--- src/hdl/tlb_pkg.sv ---
// constants of the t1 link byte path and the loop-code logic.
// assumes an 8-bit register port and line strobes synchronous to clk.
// Notes on behaviour
// - receive link bits shift into byte register
// - full byte sets flag, masked interrupt
// - byte equal to either compare sets match
// - first received bit lands in lsb
// - destuff removes zero after five ones
// - zero after six ones stays
// - transmit byte goes out lsb first
// - eight bits sent sets empty flag
// - no new byte means resend old
// - stuffing inserts zero after five ones
// - one transmit source, receive shared
// - loop enable sends pattern continuously
// - framing bit overwrites pattern every frame
// - separate up and down detectors
// - three-bit field gives n+1 length
// - detect framed or unframed, 1e-2 errors
// - status set after 48 ms integration
package tlb_pkg;
  localparam logic [7:0] ADDR_LEN_CTRL  = 8'h12;
  localparam logic [7:0] ADDR_TX_PAT    = 8'h13;
  localparam logic [7:0] ADDR_UP_PAT    = 8'h14;
  localparam logic [7:0] ADDR_DN_PAT    = 8'h15;
  localparam logic [7:0] ADDR_RX_BYTE   = 8'h28;
  localparam logic [7:0] ADDR_CMP_A     = 8'h29;
  localparam logic [7:0] ADDR_CMP_B     = 8'h2A;
  localparam logic [7:0] ADDR_TX_BYTE   = 8'h7E;
  localparam logic [7:0] ADDR_CTRL      = 8'h60;
  localparam logic [7:0] ADDR_STATUS    = 8'h61;
  localparam logic [7:0] ADDR_MASK      = 8'h62;
  // control register fields
  localparam int CTL_DESTUFF = 0;
  localparam int CTL_TX_LOOP_CODE_ENABLE   = 1;
  localparam int CTL_FSRC    = 2;
  localparam int CTL_LEGACY  = 3;
  localparam int CTL_STUFF   = 4;
  localparam int CTL_MFLOAD  = 5;
  // status and mask fields
  localparam int ST_MATCH = 2;
  localparam int ST_EMPTY = 3;
  localparam int ST_FULL  = 4;
  localparam int ST_DOWN  = 6;
  localparam int ST_UP    = 7;
  localparam logic [7:0] LATCHED_MASK = 8'h1C;
  // length control fields
  localparam int LEN_TX_MSB = 7;
  localparam int LEN_UP_MSB = 5;
  localparam int LEN_DN_MSB = 2;
  localparam logic [7:0] RESET_BYTE = 8'h00;
  localparam logic [7:0] RESET_CTRL = 8'h00;
  // integration time and error tolerance
  localparam int CLK_HZ        = 100_000_000;
  localparam int INTEG_MS      = 48;
  localparam int INTEG_CYCLES  = INTEG_MS * (CLK_HZ / 1000);
  localparam int ERR_RATIO     = 100;
  localparam int ONES_BEFORE_STUFF = 5;
endpackage

--- src/hdl/tlb_det_if.sv ---
// signals between the register side and one loop-code detector.
// assumes the detector runs on the same clock as its user.
`timescale 1ns/1ps
interface tlb_det_if;
  logic [7:0] pattern;
  logic [2:0] len_field;
  logic       line_bit;
  logic       line_stb;
  logic       detected;
  modport ctrl (output pattern, output len_field, output line_bit, output line_stb,
                input detected);
  modport det  (input pattern, input len_field, input line_bit, input line_stb,
                output detected);
endinterface

--- src/hdl/tlb_loop_det.sv ---
// one repeating-code detector with error-tolerant integration.
// assumes line strobes synchronous to clk, one bit per strobe.
`timescale 1ns/1ps
module tlb_loop_det #(
  parameter int INTEG_CYCLES = tlb_pkg::INTEG_CYCLES
) (
  // clock and reset
  input  wire logic clk,
  input  wire logic sys_rst,
  // detector link
  tlb_det_if.det    dif
);
  logic [7:0]  hist_q;
  logic [7:0]  hist_d;
  logic [2:0]  ptr_q;
  logic [2:0]  len_m1;
  logic [22:0] cyc_q;
  logic [22:0] bits_q;
  logic [22:0] errs_q;
  logic        det_q;
  logic        exact;
  logic        expect_bit;
  logic        win_end;
  logic [29:0] err_scaled;

  assign len_m1     = dif.len_field;
  assign hist_d     = {hist_q[6:0], dif.line_bit};
  assign expect_bit = dif.pattern[3'd7 - ptr_q];
  assign win_end    = (cyc_q == 23'(INTEG_CYCLES - 1));
  assign err_scaled = 30'(errs_q) * 30'(tlb_pkg::ERR_RATIO);
  assign dif.detected = det_q;

  // last n+1 bits, oldest first, against the head of the pattern
  always_comb begin
    exact = 1'b1;
    for (int i = 0; i < 8; i++) begin
      if (i <= int'(len_m1) && hist_d[len_m1 - 3'(i)] != dif.pattern[7 - i]) begin
        exact = 1'b0;
      end
    end
  end

  always_ff @(posedge clk) begin
    if (sys_rst) begin
      hist_q <= 8'h00;
      ptr_q  <= 3'h0;
    end else if (dif.line_stb) begin
      hist_q <= hist_d;
      // resync on an exact window, works framed or unframed
      if (exact || ptr_q >= len_m1) begin
        ptr_q <= 3'h0;
      end else begin
        ptr_q <= ptr_q + 3'h1;
      end
    end
  end

  // fixed window so the answer settles after the nominal integration
  always_ff @(posedge clk) begin
    if (sys_rst) begin
      cyc_q  <= 23'h000000;
      bits_q <= 23'h000000;
      errs_q <= 23'h000000;
      det_q  <= 1'b0;
    end else if (win_end) begin
      cyc_q  <= 23'h000000;
      bits_q <= 23'h000000;
      errs_q <= 23'h000000;
      det_q  <= (bits_q != 23'h000000) && (err_scaled <= 30'(bits_q));
    end else begin
      cyc_q <= cyc_q + 23'h000001;
      if (dif.line_stb) begin
        bits_q <= bits_q + 23'h000001;
        if (!exact && dif.line_bit != expect_bit) begin
          errs_q <= errs_q + 23'h000001;
        end
      end
    end
  end
endmodule

--- src/hdl/tlb_core.sv ---
// legacy link byte path plus loop-code generator and detectors.
// assumes line strobes come from the framer, synchronous to clk.
//
// The plain strobed port was left to the implementer.
`timescale 1ns/1ps
module tlb_core #(
  parameter int INTEG_CYCLES = tlb_pkg::INTEG_CYCLES
) (
  // clock and reset
  input  wire logic       clk,
  input  wire logic       sys_rst,
  // register port
  input  wire logic [7:0] reg_addr,
  input  wire logic [7:0] reg_wdata,
  input  wire logic       reg_wr,
  input  wire logic       reg_rd,
  output logic      [7:0] reg_rdata,
  output logic            int_n,
  // receive link bits
  input  wire logic       rx_link_bit,
  input  wire logic       rx_link_stb,
  // receive line bits for the detectors
  input  wire logic       rx_line_bit,
  input  wire logic       rx_line_stb,
  // transmit link slots
  input  wire logic       tx_link_req,
  input  wire logic       tx_mf_boundary,
  output logic            tx_link_bit,
  output logic            tx_link_legacy,
  output logic            tx_fs_from_link,
  // transmit loop code
  input  wire logic       tx_line_stb,
  input  wire logic       tx_fbit_pos,
  input  wire logic       tx_fbit_val,
  input  wire logic       tx_fbit_off,
  output logic            tx_code_bit,
  output logic            tx_code_active
);
  // host registers
  logic [7:0] len_ctrl_q;
  logic [7:0] tx_pat_q;
  logic [7:0] up_pat_q;
  logic [7:0] dn_pat_q;
  logic [7:0] rx_link_byte_q;
  logic [7:0] cmp_a_q;
  logic [7:0] cmp_b_q;
  logic [7:0] tx_link_byte_q;
  logic [7:0] ctrl_q;
  logic [7:0] flags_q;
  logic [7:0] flags_d;
  logic [7:0] mask_q;
  logic [7:0] rdata_q;
  logic [7:0] rdata_d;
  logic       int_n_q;
  logic       fs_from_link_q;

  // decode
  logic wr_len;
  logic wr_txp;
  logic wr_up;
  logic wr_dn;
  logic wr_cmpa;
  logic wr_cmpb;
  logic wr_txb;
  logic wr_ctrl;
  logic wr_mask;
  logic rd_status;

  assign wr_len    = reg_wr && reg_addr == tlb_pkg::ADDR_LEN_CTRL;
  assign wr_txp    = reg_wr && reg_addr == tlb_pkg::ADDR_TX_PAT;
  assign wr_up     = reg_wr && reg_addr == tlb_pkg::ADDR_UP_PAT;
  assign wr_dn     = reg_wr && reg_addr == tlb_pkg::ADDR_DN_PAT;
  assign wr_cmpa   = reg_wr && reg_addr == tlb_pkg::ADDR_CMP_A;
  assign wr_cmpb   = reg_wr && reg_addr == tlb_pkg::ADDR_CMP_B;
  assign wr_txb    = reg_wr && reg_addr == tlb_pkg::ADDR_TX_BYTE;
  assign wr_ctrl   = reg_wr && reg_addr == tlb_pkg::ADDR_CTRL;
  assign wr_mask   = reg_wr && reg_addr == tlb_pkg::ADDR_MASK;
  assign rd_status = reg_rd && reg_addr == tlb_pkg::ADDR_STATUS;

  // receive path state
  logic [7:0] rx_sr_q;
  logic [2:0] rx_cnt_q;
  logic [2:0] rx_ones_q;
  logic       rx_drop;
  logic [7:0] rx_sr_next;
  logic       rx_done;
  logic       rx_match;

  // transmit path state
  logic [7:0] tx_sr_q;
  logic [2:0] tx_cnt_q;
  logic [2:0] tx_ones_q;
  logic       tx_stuff_q;
  logic       tx_bit_q;
  logic       tx_cur;
  logic       tx_done;
  logic       tx_mf_load;

  // loop-code generator state
  logic [2:0] gen_ptr_q;
  logic [2:0] gen_last;
  logic       gen_bit_q;
  logic       gen_pat_bit;

  // detectors
  logic [1:0] det_hit;
  tlb_det_if det_if[2] ();

  // receive: destuff, then assemble lsb first
  assign rx_drop = ctrl_q[tlb_pkg::CTL_DESTUFF] && !rx_link_bit
                   && rx_ones_q == 3'(tlb_pkg::ONES_BEFORE_STUFF);
  assign rx_sr_next = {rx_link_bit, rx_sr_q[7:1]};
  assign rx_done  = rx_link_stb && !rx_drop && rx_cnt_q == 3'h7;
  assign rx_match = rx_sr_next == cmp_a_q || rx_sr_next == cmp_b_q;

  always_ff @(posedge clk) begin
    if (sys_rst) begin
      rx_sr_q   <= tlb_pkg::RESET_BYTE;
      rx_cnt_q  <= 3'h0;
      rx_ones_q <= 3'h0;
    end else if (rx_link_stb) begin
      // six or more ones saturate so a flag zero is never removed
      if (!rx_link_bit) begin
        rx_ones_q <= 3'h0;
      end else if (rx_ones_q != 3'h6) begin
        rx_ones_q <= rx_ones_q + 3'h1;
      end
      if (!rx_drop) begin
        rx_sr_q  <= rx_sr_next;
        rx_cnt_q <= rx_cnt_q + 3'h1;
      end
    end
  end

  // unread byte is simply overwritten by the next one
  always_ff @(posedge clk) begin
    if (sys_rst) begin
      rx_link_byte_q <= tlb_pkg::RESET_BYTE;
    end else if (rx_done) begin
      rx_link_byte_q <= rx_sr_next;
    end
  end

  // transmit: lsb first, optional zero insertion
  assign tx_cur     = tx_sr_q[0];
  assign tx_mf_load = ctrl_q[tlb_pkg::CTL_MFLOAD] && tx_mf_boundary;
  assign tx_done    = tx_link_req && !tx_stuff_q && tx_cnt_q == 3'h7;

  always_ff @(posedge clk) begin
    if (sys_rst) begin
      tx_sr_q    <= tlb_pkg::RESET_BYTE;
      tx_cnt_q   <= 3'h0;
      tx_ones_q  <= 3'h0;
      tx_stuff_q <= 1'b0;
      tx_bit_q   <= 1'b0;
    end else if (tx_mf_load) begin
      // framing byte realigns to the multiframe
      tx_sr_q  <= tx_link_byte_q;
      tx_cnt_q <= 3'h0;
    end else if (tx_link_req) begin
      if (tx_stuff_q) begin
        tx_bit_q   <= 1'b0;
        tx_stuff_q <= 1'b0;
        tx_ones_q  <= 3'h0;
      end else begin
        tx_bit_q  <= tx_cur;
        tx_cnt_q  <= tx_cnt_q + 3'h1;
        tx_ones_q <= tx_cur ? tx_ones_q + 3'h1 : 3'h0;
        tx_stuff_q <= ctrl_q[tlb_pkg::CTL_STUFF] && tx_cur
                      && tx_ones_q == 3'(tlb_pkg::ONES_BEFORE_STUFF - 1);
        // the held byte is reloaded, so an old value repeats
        tx_sr_q <= tx_done ? tx_link_byte_q : {1'b0, tx_sr_q[7:1]};
      end
    end
  end

  // loop-code generator
  always_comb begin
    case (len_ctrl_q[tlb_pkg::LEN_TX_MSB -: 2])
      2'b00:   gen_last = 3'h4;
      2'b01:   gen_last = 3'h5;
      2'b10:   gen_last = 3'h6;
      default: gen_last = 3'h7;
    endcase
  end
  assign gen_pat_bit = tx_pat_q[3'h7 - gen_ptr_q];

  always_ff @(posedge clk) begin
    if (sys_rst) begin
      gen_ptr_q <= 3'h0;
      gen_bit_q <= 1'b0;
    end else if (!ctrl_q[tlb_pkg::CTL_TX_LOOP_CODE_ENABLE]) begin
      gen_ptr_q <= 3'h0;
    end else if (tx_line_stb) begin
      // pattern keeps counting under the framing bit
      gen_ptr_q <= gen_ptr_q >= gen_last ? 3'h0 : gen_ptr_q + 3'h1;
      gen_bit_q <= (tx_fbit_pos && !tx_fbit_off) ? tx_fbit_val : gen_pat_bit;
    end
  end

  // two detectors share one module
  genvar g;
  generate
    for (g = 0; g < 2; g++) begin : g_det
      assign det_if[g].pattern   = (g == 0) ? up_pat_q : dn_pat_q;
      assign det_if[g].len_field = (g == 0) ? len_ctrl_q[tlb_pkg::LEN_UP_MSB -: 3]
                                            : len_ctrl_q[tlb_pkg::LEN_DN_MSB -: 3];
      assign det_if[g].line_bit  = rx_line_bit;
      assign det_if[g].line_stb  = rx_line_stb;
      assign det_hit[g]          = det_if[g].detected;
      tlb_loop_det #(
        .INTEG_CYCLES (INTEG_CYCLES)
      ) u_det (
        .clk     (clk),
        .sys_rst (sys_rst),
        .dif     (det_if[g])
      );
    end
  endgenerate

  // latched flags: a set in the clearing cycle wins
  always_comb begin
    flags_d = flags_q;
    if (rd_status) begin
      flags_d = flags_q & ~tlb_pkg::LATCHED_MASK;
    end
    if (rx_done) begin
      flags_d[tlb_pkg::ST_FULL] = 1'b1;
    end
    if (rx_done && rx_match) begin
      flags_d[tlb_pkg::ST_MATCH] = 1'b1;
    end
    if (tx_done) begin
      flags_d[tlb_pkg::ST_EMPTY] = 1'b1;
    end
    flags_d[tlb_pkg::ST_UP]   = det_hit[0];
    flags_d[tlb_pkg::ST_DOWN] = det_hit[1];
  end

  // host register writes, one short block per register
  always_ff @(posedge clk) begin
    if (sys_rst) begin
      len_ctrl_q <= tlb_pkg::RESET_BYTE;
    end else if (wr_len) begin
      len_ctrl_q <= reg_wdata;
    end
  end

  always_ff @(posedge clk) begin
    if (sys_rst) begin
      tx_pat_q <= tlb_pkg::RESET_BYTE;
    end else if (wr_txp) begin
      tx_pat_q <= reg_wdata;
    end
  end

  always_ff @(posedge clk) begin
    if (sys_rst) begin
      up_pat_q <= tlb_pkg::RESET_BYTE;
    end else if (wr_up) begin
      up_pat_q <= reg_wdata;
    end
  end

  always_ff @(posedge clk) begin
    if (sys_rst) begin
      dn_pat_q <= tlb_pkg::RESET_BYTE;
    end else if (wr_dn) begin
      dn_pat_q <= reg_wdata;
    end
  end

  always_ff @(posedge clk) begin
    if (sys_rst) begin
      cmp_a_q <= tlb_pkg::RESET_BYTE;
    end else if (wr_cmpa) begin
      cmp_a_q <= reg_wdata;
    end
  end

  always_ff @(posedge clk) begin
    if (sys_rst) begin
      cmp_b_q <= tlb_pkg::RESET_BYTE;
    end else if (wr_cmpb) begin
      cmp_b_q <= reg_wdata;
    end
  end

  always_ff @(posedge clk) begin
    if (sys_rst) begin
      tx_link_byte_q <= tlb_pkg::RESET_BYTE;
    end else if (wr_txb) begin
      tx_link_byte_q <= reg_wdata;
    end
  end

  // own flop for the framing source pin, so no inverter sits on the output
  always_ff @(posedge clk) begin
    if (sys_rst) begin
      ctrl_q         <= tlb_pkg::RESET_CTRL;
      fs_from_link_q <= ~tlb_pkg::RESET_CTRL[tlb_pkg::CTL_FSRC];
    end else if (wr_ctrl) begin
      ctrl_q         <= reg_wdata;
      fs_from_link_q <= ~reg_wdata[tlb_pkg::CTL_FSRC];
    end
  end

  always_ff @(posedge clk) begin
    if (sys_rst) begin
      mask_q <= tlb_pkg::RESET_BYTE;
    end else if (wr_mask) begin
      mask_q <= reg_wdata;
    end
  end

  // read mux; unmapped addresses read zero
  always_comb begin
    case (reg_addr)
      tlb_pkg::ADDR_LEN_CTRL: rdata_d = len_ctrl_q;
      tlb_pkg::ADDR_TX_PAT:   rdata_d = tx_pat_q;
      tlb_pkg::ADDR_UP_PAT:   rdata_d = up_pat_q;
      tlb_pkg::ADDR_DN_PAT:   rdata_d = dn_pat_q;
      tlb_pkg::ADDR_RX_BYTE:  rdata_d = rx_link_byte_q;
      tlb_pkg::ADDR_CMP_A:    rdata_d = cmp_a_q;
      tlb_pkg::ADDR_CMP_B:    rdata_d = cmp_b_q;
      tlb_pkg::ADDR_TX_BYTE:  rdata_d = tx_link_byte_q;
      tlb_pkg::ADDR_CTRL:     rdata_d = ctrl_q;
      tlb_pkg::ADDR_STATUS:   rdata_d = flags_q;
      tlb_pkg::ADDR_MASK:     rdata_d = mask_q;
      default:                rdata_d = 8'h00;
    endcase
  end

  always_ff @(posedge clk) begin
    if (sys_rst) begin
      flags_q <= 8'h00;
      rdata_q <= 8'h00;
      int_n_q <= 1'b1;
    end else begin
      flags_q <= flags_d;
      rdata_q <= reg_rd ? rdata_d : 8'h00;
      int_n_q <= ~|(flags_d & mask_q & tlb_pkg::LATCHED_MASK);
    end
  end

  assign reg_rdata       = rdata_q;
  assign int_n           = int_n_q;
  assign tx_link_bit     = tx_bit_q;
  assign tx_link_legacy  = ctrl_q[tlb_pkg::CTL_LEGACY];
  assign tx_fs_from_link = fs_from_link_q;
  assign tx_code_bit     = gen_bit_q;
  assign tx_code_active  = ctrl_q[tlb_pkg::CTL_TX_LOOP_CODE_ENABLE];
endmodule

--- config.mk ---
export PLATFORM = sky130hd
export DESIGN_NAME = tlb_core
export DESIGN_NICKNAME = d
export VERILOG_FILES = /design/src/hdl/tlb_pkg.sv /design/src/hdl/tlb_det_if.sv /design/src/hdl/tlb_loop_det.sv /design/src/hdl/tlb_core.sv
export SDC_FILE = /design/constraint.sdc
export NUM_CORES = 1
export LEC_CHECK = 0
export BUFFER_PORTS_ARGS = -buffer_cell sky130_fd_sc_hd__buf_2
export CORE_AREA = 2 2 236 285
export DETAILED_ROUTE_END_ITERATION = 10
export DIE_AREA = 0 0 238 287
export SYNTH_ARGS = -nofsm -noshare
export SYNTH_HDL_FRONTEND = slang
export SYNTH_SLANG_ARGS = --single-unit
--- constraint.sdc ---
create_clock -name clk -period 5 [get_ports clk]
set_clock_uncertainty 0.2 [all_clocks]
set_input_delay 0.75 -clock clk [delete_from_list [all_inputs] [get_ports clk]]
set_output_delay 0.75 -clock clk [all_outputs]
set_load 0.02 [all_outputs]
* After elaboration in Yosys (flattened, before gate mapping) *
Index checks and enable logic that the tools add are counted.

storage, ports and cells
  register bits = 292
  word-level logic and storage cells = 296

cells by class
  $add $sub $neg = 30
  multipliers = 2
  order comparisons = 38
  eq/ne operators = 42
  mux-type cells = 74
  bitwise operators = 7
  reduce and logical (&&, ||, !) cells = 67

operators with widths
  kind                                                                             count
  23-bit by 1-bit adder with 23-bit output, second input constant                  6
  8-bit case mux with 11 select lines                                              1
  3-bit by 4-bit < comparator with 1-bit output, second input constant             19
  30-bit by 23-bit less-or-equal comparator with 1-bit output                      2
  1-bit binary-select mux with 3-bit select                                        19
  23-bit by 5-bit multiplier with 28-bit output, second input constant             2
  23-bit equality test, second input constant                                      2
  23-bit nonzero test                                                              2
  1-bit 2-to-1 mux                                                                 41
  1-bit logical AND                                                                39
  8-bit by 5-bit equality test with 1-bit output, second input constant            4
  8-bit by 7-bit equality test with 1-bit output, second input constant            4
  8-bit 2-to-1 mux                                                                 4
  8-bit by 6-bit equality test with 1-bit output, second input constant            3
  3-bit less-or-equal comparator, first input constant                             8
  3-bit subtractor, second input constant                                          8
  3-bit by 1-bit adder with 3-bit output, second input constant                    7
  3-bit 2-to-1 mux                                                                 7
  1-bit inequality test                                                            18
  8-bit equality test                                                              2
  2-bit AND reduction                                                              8
  3-bit equality test, second input constant                                       4
  2-bit by 3-bit less-or-equal comparator with 1-bit output, first input constant  4
  3-bit by 2-bit subtractor with 3-bit output, second input constant               4
  18 further kinds                                                                 42

* Logic depth before layout (Yosys ltp) *
Gate-level depths: netlist (run 1).

  depth in word-level cells = 15
  mapped depth = 23
  mapped depth without buffers = 23

* Cells and area by module *
A second synthesis (run 1) with hierarchy kept.

unflattened totals
  cells, all modules = 2,346
  area, all modules = 20,195.6 sq um

by module, submodules not included
  module                         times used  cells an instance  area each (sq um)  seq. area each (sq um)
  tlb_loop_det (g_det[1].u_det)  1           819                7,090.6            1,601.5
  tlb_loop_det (g_det[0].u_det)  1           833                7,078.0            1,601.5
  tlb_core                       1           694                6,027.0            2,562.5

* Least setup slack after synthesis (run 1) *
OpenSTA, ideal clock, no wires.

  kind = reg2reg
  start point = reg g_det[0].u_det.errs_q[6]
  end point = reg g_det[0].u_det.det_q
  arrival = 4,929 ps
  slack = -187 ps
  stages on the path, launching flop included = 23
  path through = dfxtp_1 > ha_1 > ha_1 > inv_1 > fa_1 > inv_1 > ha_1 > nand4_1 > nor2_1 > a211oi_1 > o21ba_2 > o21ai_0 > a21o_1 > a211oi_1 > nor2_1 > ha_1 > nand3_1 > or3_1 > nor4_1 > a31oi_1 > a2111o_1 > a2111o_1 > nand2_1

between the ends
  word-level cells in the longest chain between the ends = 3

RTL lines
  item                                                         line                text
  from (decl)                                                  tlb_loop_det.sv:19  logic [22:0] errs_q;
  from (signal assigned)                                       tlb_loop_det.sv:75  errs_q <= errs_q + 23'h000001;
  23-bit by 5-bit multiplier with 28-bit output                tlb_loop_det.sv:30  assign err_scaled = 30'(errs_q) * 30'(tlb_pkg::ERR_RATIO);
  30-bit by 23-bit less-or-equal comparator with 1-bit output  tlb_loop_det.sv:69  det_q <= (bits_q != 23'h000000) && (err_scaled <= 30'(bits_q));
  1-bit logical AND                                            tlb_loop_det.sv:69
  to (signal assigned)                                         tlb_loop_det.sv:69
  to (decl)                                                    tlb_loop_det.sv:20  logic det_q;

No other way between the ends.
A chain may end at the register's enable or synchronous reset.

* Final worst setup path (run 1) *
  start point = reg g_det[0].u_det.errs_q[4]
  end point = reg g_det[0].u_det.det_q

Same word-level chain as after synthesis.

==> results of run 1 <==
==> synthesized netlist by cell type (28+ instances only) <==
cell	n	area, um2
mux2i_1	43	430
dfxtp_1	281	5630
fa_1	36	721
nor2_1	217	815
xnor2_1	126	1100
nand4_1	49	307
ha_1	233	2920
nand3_1	155	776
xor2_1	49	429
nor3_1	43	215
o21ai_0	51	255
clkbuf_1	64	240
inv_1	227	852
a21oi_1	188	941
a21o_1	28	210
nand2_1	216	811
==> cell families (layout without fill, tap and decap cells) <==
group           after synthesis  count (layout)  share of synthesized area, %
compound gates              407             407                          13.4
xor+xnor                    175             175                          7.87
fa+ha+maj                   269             269                          18.7
buf+inv                     312             440                          6.12
flops                       281             281                          28.9
mux                          68              68                          4.94
simple gates                829             829                          20.1
==> metal layers <==
metal	vias up	routed length, um
li1	8371	-
met1	7711	22000
met3	60	1700
met2	278	22800
met5	-	23
met4	4	989
==> per-stage QoR <==
| stage | util (%) | hold WS [ns] |
|---|---|---|
| detailed placement | 32.7 | 0.246 |
| CTS | 34.3 | 0.191 |
| floorplan | - | 0.208 |
| finish | 34.7 | 0.223 |
| global route | 34.7 | 0.207 |
| global placement | 32.7 | 0.232 |
==> worst max-delay path, stage by stage, from the launching register on <==
cell       delay (ns)
dfxtp_2          0.34
ha_1             0.29
ha_1             0.27
inv_1            0.05
fa_1             0.49
inv_1            0.06
ha_4             0.24
buf_4            0.14
a21oi_2          0.14
o21bai_1         0.09
a21oi_2          0.14
o21bai_1         0.08
a21oi_2          0.14
xnor2_1          0.15
ha_1             0.27
a21o_1           0.17
a21o_1           0.20
a2111oi_4        0.29
a211o_1          0.18
o2111ai_2        0.13
a2111o_1         0.42
a2111o_1         0.28
nand2_1          0.06
==> cell type report <==
cell class / count / area (um2)
Clock buffer: 40 / 847
Clock inverter: 9 / 124
Fill cell: 6764 / 42700
Inverter: 228 / 856
Multi-Input combinational cell: 1748 / 13100
Sequential cell: 281 / 5650
Tap cell: 840 / 1050
Timing Repair Buffer: 163 / 1120
==> final timing paths <==
| check | end | slack [ns] | cells after the start |
|---|---|---|---|
| setup / recovery | g_det[0].u_det.dif.detected | 0.09 | 22 |
| hold / removal | rx_ones_q[2] | 0.22 | 2 |
| setup reg to reg | g_det[0].u_det.dif.detected | 0.09 | 22 |
| hold reg to reg | tx_code_bit | 0.25 | 2 |
==> where the power goes <==
part	internal (mW)	total [mW]	switching (mW)
clock	1.29	2.24	0.954
sequential	2.26	2.28	0.0202
combinational	0.0865	0.246	0.159
==> registers in the layout (all words and copies together) (netlist names), 5 cells and up <==
| name | flops |
|---|---|
| g_det.u_det.bits_q | 46 |
| g_det.u_det.ptr_q | 6 |
| tx_pat_q | 8 |
| reg_rdata | 8 |
| tx_sr_q | 8 |
| cmp_a_q | 8 |
| ctrl_q | 8 |
| rx_link_byte_q | 8 |
| g_det.u_det.cyc_q | 46 |
| mask_q | 8 |
| det_if.pattern | 16 |
| rx_sr_q | 7 |
| tx_link_byte_q | 8 |
| cmp_b_q | 8 |
| g_det.u_det.errs_q | 46 |
| g_det.u_det.hist_q | 7 |
| len_ctrl_q | 8 |
| flags_q | 5 |
==> layout by cell type (no fill, tap or decap), types with 14 or more instances in the layout <==
| cell | instances |
|---|---|
| dfxtp_1 | 271 |
| inv_1 | 223 |
| nand2_1 | 216 |
| nor2_1 | 214 |
| ha_1 | 214 |
| a21oi_1 | 182 |
| nand3_1 | 153 |
| xnor2_1 | 126 |
| buf_4 | 121 |
| xor2_1 | 49 |
| nand4_1 | 49 |
| o21ai_0 | 43 |
| mux2i_1 | 43 |
| buf_2 | 42 |
| nor3_1 | 40 |
| fa_1 | 35 |
| clkbuf_16 | 29 |
| a21o_1 | 28 |
| nor2b_1 | 22 |
| mux4_2 | 22 |
| and3_1 | 20 |
| nand2b_1 | 20 |
| and2_1 | 18 |
| ha_4 | 18 |
| or3_1 | 16 |
| nor4_1 | 14 |
==> timing repair <==
| action | 4_1_cts | 5_1_grt |
|---|---|---|
| endpoints found under the setup margin | 2 | 2 |
| hold endpoints to repair | 0 | 0 |
| gates cloned | 0 | 0 |
| resized for setup | 22 | 50 |
| pin swaps | 21 | 26 |
| setup buffers | 0 | 3 |
| hold buffers | 0 | 0 |
==> results_dict.tcl, run 1 <==
set metrics [dict create \
    ant_nets 0 \
    grt_start_max_net_pins 68 \
    yosys_register_bits 281 \
    end_kind "register" \
    hold_viol_final 0 \
    grtUsageTotal_pct 13.7 \
    antenna_found_initial 2 \
    synth_edf_count 0 \
    dr.pass1.iters 6 \
    layout.cells.non_filler 3309 \
    dpl_worst_slack_ns -0.305 \
    wire_per_inst_um 14.3 \
    drcViolationCount 0 \
    io_buffers 43 \
    period_needed_ns 4.91 \
    cp_max_fo 4 \
    yosysSeqAreaShare_pct 28.9 \
    slew_headroom_pct 19.6 \
    dieHeight_um 287 \
    total_power_mw 4.76 \
    fin_area_um2 22700 \
    grt_pass1_wl_um 79500 \
    gr-usage-met1_pct 18.1 \
    crit_arrival_ns 5.23 \
    clockBufferDepth 3 \
    tritoncts "built" \
    setup_viol 0 \
    timing.max_cap.violations 0 \
    max_freq_mhz 204 \
    busiest_layer "met2" \
    dpl.cell_count 3257 \
    yosys_warnings 0 \
    ioPinCount 44 \
    syn-cell-area_um2 19500 \
    drive_gt1_share_pct 12.8 \
    start_util_pct 29.8 \
    nets 2750 \
    die-area_um2 68300 \
    r2r-start "g_det[0].u_det.errs_q[4]" \
    vias 16400 \
    cp.required_ns 5.33 \
    cts_buffers 29 \
    grt_pass1_vias 15900 \
    postPlaceCellArea_um2 21400 \
    gp_congestion 0.856 \
    hold_start "rx_link_stb" \
    syn_area_per_cell_um2 8.32 \
    area_growth_syn_to_layout_pct 16.7 \
    fin_ws_ns 0.0938 \
    rows 103 \
    synth_fp_nets 2640 \
    clock_latency_ns 0.59 \
    critPathLaunch "g_det[0].u_det.errs_q[4]" \
    htreeDepth 1 \
    die_w_um 238 \
    ir_drop_mv 0.250 \
    fin_crit_sh_pct 98.1 \
    routed_wl_um 47500 \
    cp-start-kind "register" \
    status "finished clean" \
    drtIter0Drc 1071 \
    ys.flop_type "dfxtp_1" \
    async_reset_ff_share_pct 0 \
    fin_setup_tns_ns 0 \
    drv_slew 0 \
    grtUsageMet2_pct 24.0 \
    vias_per_cell 4.96 \
    p_leak_nw 9.49 \
    root_buffer "clkbuf_16" \
    overflow 0 \
    diodes 0 \
    tightest_slew_ns 1.20 \
    met3_usage_pct 1.38 \
    power_density_nw_per_um2 209 \
    syn_inst 2341 \
    hp-class "in2reg" \
    hpwlAfterDp_um 35100 \
    coreArea_um2 65500 \
    synth.distinct_cells 80 \
    clock-sinks 281 \
    clkSlewWorstSetupHoldPaths_ns 0.06 \
    rsz0062_at_grt "yes" \
    path_class "reg2reg" \
]
(Power assumes the default switching activity.)
==> run 2, diff against run 1 <==
==> constraint.sdc (replaced) <==
create_clock -name clk -period 5 [get_ports clk]
set_clock_uncertainty 0.2 [all_clocks]
set_input_delay 0.25 -clock clk [delete_from_list [all_inputs] [get_ports clk]]
set_output_delay 0.25 -clock clk [all_outputs]
set_load 0.02 [all_outputs]
==> run 2 against run 1 <==
Net effect:
- sequential power about the same
- combinational power up 5%
- count of clock-buffer cells in the layout unchanged
- final area grew 1.2%
- register-to-register slack worse by 0.02 ns
- largest cell class unchanged
- clock power rose by 6%
- setup slack got worse by 0.023 ns
- global-route usage about the same
==> results_dict.tcl, run 2 (synthesized netlist as in run 1, its figures left out) <==
set metrics [dict create \
    clkSlewWorstSetupHoldPaths_ns 0.07 \
    rows 103 \
    coreArea_um2 65500 \
    cp_max_fo 4 \
    critPathLaunch "g_det[0].u_det.errs_q[9]" \
    reg_top3 "g_det.u_det.bits_q (46), g_det.u_det.cyc_q (46), g_det.u_det.errs_q (46)" \
    ir_drop_mv 0.285 \
    slew_headroom_pct 22.1 \
    tightest_slew_ns 1.16 \
    vias_per_cell 4.93 \
    fin_setup_tns_ns 0 \
    r2r-start "g_det[0].u_det.errs_q[9]" \
    vias 16400 \
    cpPeakStageDelay_ns 0.50 \
    dr.pass1.iters 8 \
    tritoncts "built" \
    crit_chain "ha_1 > ha_1 > fa_1 > ha_4 > nand4_1 > o31ai_2 > a211oi_2 > o21ba_2 > o21ai_2 > a21o_1 > a211oi_2 > nor2_2 > ha_4 > nand3_2 > or3_4 > nor4_4 > a31oi_1 > a2111o_1 > a2111o_1 > nand2_1" \
    max_freq_mhz 203 \
    grtUsageTotal_pct 13.8 \
    htreeDepth 1 \
    nets 2768 \
    period_needed_ns 4.93 \
    grt_pass1_wl_um 79400 \
    status "finished clean" \
    clock-sinks 281 \
    wire_per_inst_um 14.4 \
    dieHeight_um 287 \
    cts_buffers 30 \
    hpwlAfterDp_um 35200 \
    ant_nets 0 \
    timing.hold.ws_ns 0.0335 \
    overflow 0 \
    fillers 6745 \
    rrSetupSlack_ns 0.07 \
    cp.required_ns 5.35 \
    p_leak_nw 9.58 \
    die-area_um2 68300 \
    hp-class "in2reg" \
    drv_slew 0 \
    path_class "reg2reg" \
    root_buffer "clkbuf_16" \
    hold_viol_final 0 \
    mostFrequentLayoutCells "dfxtp_1, inv_1, nand2_1" \
    gp_congestion 0.861 \
    worst_path_max_delay_cell "fa_1" \
    routed_wl_um 47900 \
    clock_latency_ns 0.60 \
    timing.max_cap.violations 0 \
    antenna_found_initial 2 \
    setup_viol 0 \
    hold_start "rx_line_stb" \
    crit_arrival_ns 5.28 \
    start_util_pct 29.8 \
    rsz0062_at_grt "yes" \
    area_growth_syn_to_layout_pct 18.1 \
    power_density_nw_per_um2 213 \
    grt_start_max_net_pins 77 \
    ff_latch_area_um2 5650 \
    die_w_um 238 \
    drcViolationCount 0 \
    drive_gt1_share_pct 12.9 \
    fin_crit_sh_pct 98.6 \
    multi_input_area_um2 13100 \
    drtIter0Drc 881 \
    diodes 0 \
    final_common_cell "dfxtp_1" \
    io_buffers 43 \
    ioPinCount 44 \
    clockBufferDepth 3 \
    cp-start-kind "register" \
    grt_pass1_vias 16100 \
    end_kind "register" \
]
-- run 2: cell types whose count changed in the layout (fill, tap and decap cells not counted), moves of 2 or more --
cell,previous run,this run
a21oi_2,7,9
bufinv_16,2,4
clkbuf_8,8,4
dfxtp_1,271,269
clkbuf_1,3,6
buf_4,121,118
dlygate4sd3_1,0,20
dfxtp_2,7,9
a21oi_1,182,179
-- run 2: worst max-delay path, delay by kind of cell, from the launching register on --
family                     cells  cell delay (ns)
adders and majority gates      5             1.55
and+or+nand+nor                6             1.00
AOI/OAI and AO/OA              9             1.78
DFF                            1             0.35
-- run 2: final cells by class --
cell class | count | area share (%)
multi-input cells | 1748 | 57.0
flip-flops and latches | 281 | 24.5
inverters | 228 | 3.72
clock buffers | 40 | 3.60
repair buffers | 180 | 5.63
well taps | 840 | 4.57
clock inverters | 14 | 0.935
-- run 2: timing repair --
item | 4_1_cts | 5_1_grt
hold endpoints to repair | 108 | 0
hold buffers | 20 | 0
resized for setup | 24 | 55
pin swaps | 18 | 48
buffers inserted | 3 | 3
endpoints found under the setup margin | 2 | 2
-- run 2: final timing paths --
kind | cells after the start | endpoint
worst max-delay path | 20 | g_det[0].u_det.dif.detected
worst min-delay path | 3 | g_det[0].u_det.ptr_q[1]
worst max register to register | 20 | g_det[0].u_det.dif.detected
worst min register to register | 1 | g_det[0].u_det.cyc_q[0]
-- run 2: metal layers --
metal  global-route usage [%]  wire (um)  vias to the layer above
li1                         -          -                     8404
met1                     17.9      22100                     7626
met2                     23.5      22300                      289
met3                     1.32       1720                      101
met4                     5.72       1850                        4
met5                        0         26                        -
-- run 2: report_power, final --
group,internal (mW),switching (mW)
registers,2.26,0.0201
clock network,1.38,0.993
logic,0.0960,0.162
-- run 2: per-stage QoR --
step / std cells / power, mW / utilization, % / cell area [um2] / setup slack [ns]
3_3_place_gp: 3251 / 2.57 / 32.6 / 21400 / -0.224
5_1_grt: 3331 / 5.08 / 35.2 / 23000 / -0.140
4_1_cts: 3328 / 4.97 / 34.6 / 22700 / -0.00550
2_1_floorplan: 2341 / 2.49 / - / 19600 / 0.0140
6_report: 3331 / 4.91 / 35.2 / 23000 / 0.0704
3_5_place_dp: 3251 / 2.57 / 32.6 / 21400 / -0.216
==> run 3, diff against run 2 <==
--- a/config.mk
+++ b/config.mk
@@ -6,9 +6,11 @@
 export NUM_CORES = 1
 export LEC_CHECK = 0
 export BUFFER_PORTS_ARGS = -buffer_cell sky130_fd_sc_hd__buf_2
+export CAP_MARGIN = 20
 export CORE_AREA = 2 2 236 285
 export DETAILED_ROUTE_END_ITERATION = 10
 export DIE_AREA = 0 0 238 287
+export PLACE_DENSITY = 0.52
 export SYNTH_ARGS = -nofsm -noshare
 export SYNTH_HDL_FRONTEND = slang
 export SYNTH_SLANG_ARGS = --single-unit
==> run 3 against run 2 <==
Net effect:
- critical path type unchanged
- routed wire length up 5.0%
- sequential power hardly changed
- critical endpoint unchanged
- hold slack got worse by 0.0024 ns
- setup slack worse by 0.043 ns
- final area increased by 2.4%
- flip-flop and latch count stayed put
- first-iteration DRC count grew 13%
- via count grew 3.1%
==> results_dict.tcl, run 3 (synthesized netlist as in run 1, its figures left out) <==
set metrics [dict create \
    status "finished clean" \
    gp_congestion 0.878 \
    setup_viol 0 \
    reg_top3 "g_det.u_det.bits_q (46), g_det.u_det.cyc_q (46), g_det.u_det.errs_q (46)" \
    area_growth_syn_to_layout_pct 20.9 \
    tritoncts "built" \
    crit_arrival_ns 5.28 \
    io_buffers 43 \
    worst_path_max_delay_cell "fa_1" \
    grt_pass1_vias 16600 \
    root_buffer "clkbuf_16" \
    clock_latency_ns 0.56 \
    cp.required_ns 5.31 \
    tightest_slew_ns 0.836 \
    cts_buffers 34 \
    path_class "reg2reg" \
    hold_viol_final 0 \
    die_w_um 238 \
    grt_pass1_wl_um 82400 \
    die-area_um2 68300 \
    diodes 0 \
    drive_gt1_share_pct 15.2 \
    fin_area_um2 23600 \
    drcViolationCount 0 \
    nets 2800 \
    drv_slew 0 \
    fin_ws_ns 0.0274 \
    overflow 0 \
    cp.buffers_inverters 3 \
    hp-class "in2reg" \
    critPathTopFamily "compound AO/OA/AOI/OAI gates" \
    cpPeakStageDelay_ns 0.49 \
    dieHeight_um 287 \
    postPlaceCellArea_um2 21500 \
    start_util_pct 29.8 \
    clockBufferDepth 3 \
    clock-sinks 281 \
    grt_start_max_net_pins 67 \
    max_freq_mhz 201 \
    drtIter0Drc 995 \
    antenna_found_initial 1 \
    htreeDepth 2 \
    finish.utilization_pct 36.0 \
    vias_per_cell 5.04 \
    timing.max_cap.violations 0 \
    power_density_nw_per_um2 216 \
    total_power_mw 5.08 \
    ant_nets 0 \
    layout.cells.non_filler 3364 \
    fin_setup_tns_ns 0 \
    end_kind "register" \
    dpl.cell_count 3270 \
    timing.hold.ws_ns 0.0311 \
    period_needed_ns 4.97 \
    p_leak_nw 9.75 \
    vias 16900 \
    ioPinCount 44 \
    crit_chain "ha_4 > ha_4 > inv_2 > fa_1 > inv_2 > ha_4 > buf_6 > a21oi_4 > a21oi_2 > a211oi_2 > o21ba_2 > o21ai_2 > a21o_1 > a211oi_2 > nor2_1 > ha_1 > nand3_2 > or3_4 > nor4_2 > a31oi_1 > a2111o_1 > a2111o_1 > nand2_1" \
    coreArea_um2 65500 \
    fin_crit_sh_pct 99.5 \
    rows 103 \
    cp_max_fo 4 \
    rsz0062_at_grt "yes" \
    clkSlewWorstSetupHoldPaths_ns 0.06 \
    grtUsageTotal_pct 14.5 \
    mostFrequentLayoutCells "dfxtp_1, inv_1, nand2_1" \
    slew_headroom_pct 42.9 \
    dr.pass1.iters 6 \
    wire_per_inst_um 14.9 \
    routed_wl_um 50300 \
    hpwlAfterDp_um 37200 \
    cp_common_cell "ha_4" \
    final_common_cell "dfxtp_1" \
    cp-start-kind "register" \
    dpl_worst_slack_ns -0.326 \
    ir_drop_mv 0.287 \
]
[run 3: cell types whose count changed in the layout (fill, tap and decap cells not counted), moves of 4 or more]
cell	delta
a21oi_2	+5
ha_4	+14
buf_4	+23
clkbuf_16	+4
a21oi_1	-6
ha_1	-13
dfxtp_1	-4
[run 3: path summary, 6_finish.rpt]
path                             from                           to  slack [ns]  cells past startpoint
min reg2reg   g_det[0].u_det.cyc_q[0]      g_det[0].u_det.cyc_q[0]        0.25                      1
max          g_det[0].u_det.errs_q[8]  g_det[0].u_det.dif.detected        0.03                     23
min                       reg_addr[4]                len_ctrl_q[7]        0.03                      5
max reg2reg  g_det[0].u_det.errs_q[8]  g_det[0].u_det.dif.detected        0.03                     23
[run 3: routing by layer]
metal  vias to the layer above  track usage, %  part of all wire, %  wire length [um]
met5                         -               0                0.024                12
met4                         2            4.28                  2.4              1220
met3                        72            2.43                  3.7              1880
met2                       295            25.5                   49             24400
met1                      8102            18.1                   45             22700
li1                       8468               -                    -                 -
[run 3: worst reg2reg max path, stage by stage (launching register included)]
cell and delay [ns]:
dfxtp_4 0.37, ha_4 0.25, ha_4 0.25, inv_2 0.03
fa_1 0.49, inv_2 0.05, ha_4 0.22, buf_6 0.12
a21oi_4 0.14, a21oi_2 0.07, a211oi_2 0.25, o21ba_2 0.20
o21ai_2 0.06, a21o_1 0.18, a211oi_2 0.17, nor2_1 0.07
ha_1 0.30, nand3_2 0.07, or3_4 0.40, nor4_2 0.21
a31oi_1 0.07, a2111o_1 0.41, a2111o_1 0.28, nand2_1 0.06
[run 3: layout make-up]
class	count	area, um2
clock buffer	46	946
timing repair buffer	208	1520
fill	6653	41900
clock inverter	13	195
tap	840	1050
sequential	281	5660
multi-input combinational	1748	13300
inverter	228	856
[run 3: power breakdown]
group          internal (mW)  switching, mW  leakage (nW)
logic                 0.0960          0.164          6.91
clock network           1.50           1.05         0.559
registers               2.26         0.0205          2.28
total                   3.85           1.23          9.75
[run 3: what timing repair did]
item	4_1_cts	5_1_grt
buffers inserted	6	6
endpoints found under the setup margin	2	2
hold buffers	21	0
resized for setup	22	97
hold endpoints to repair	111	0
pin swaps	17	74
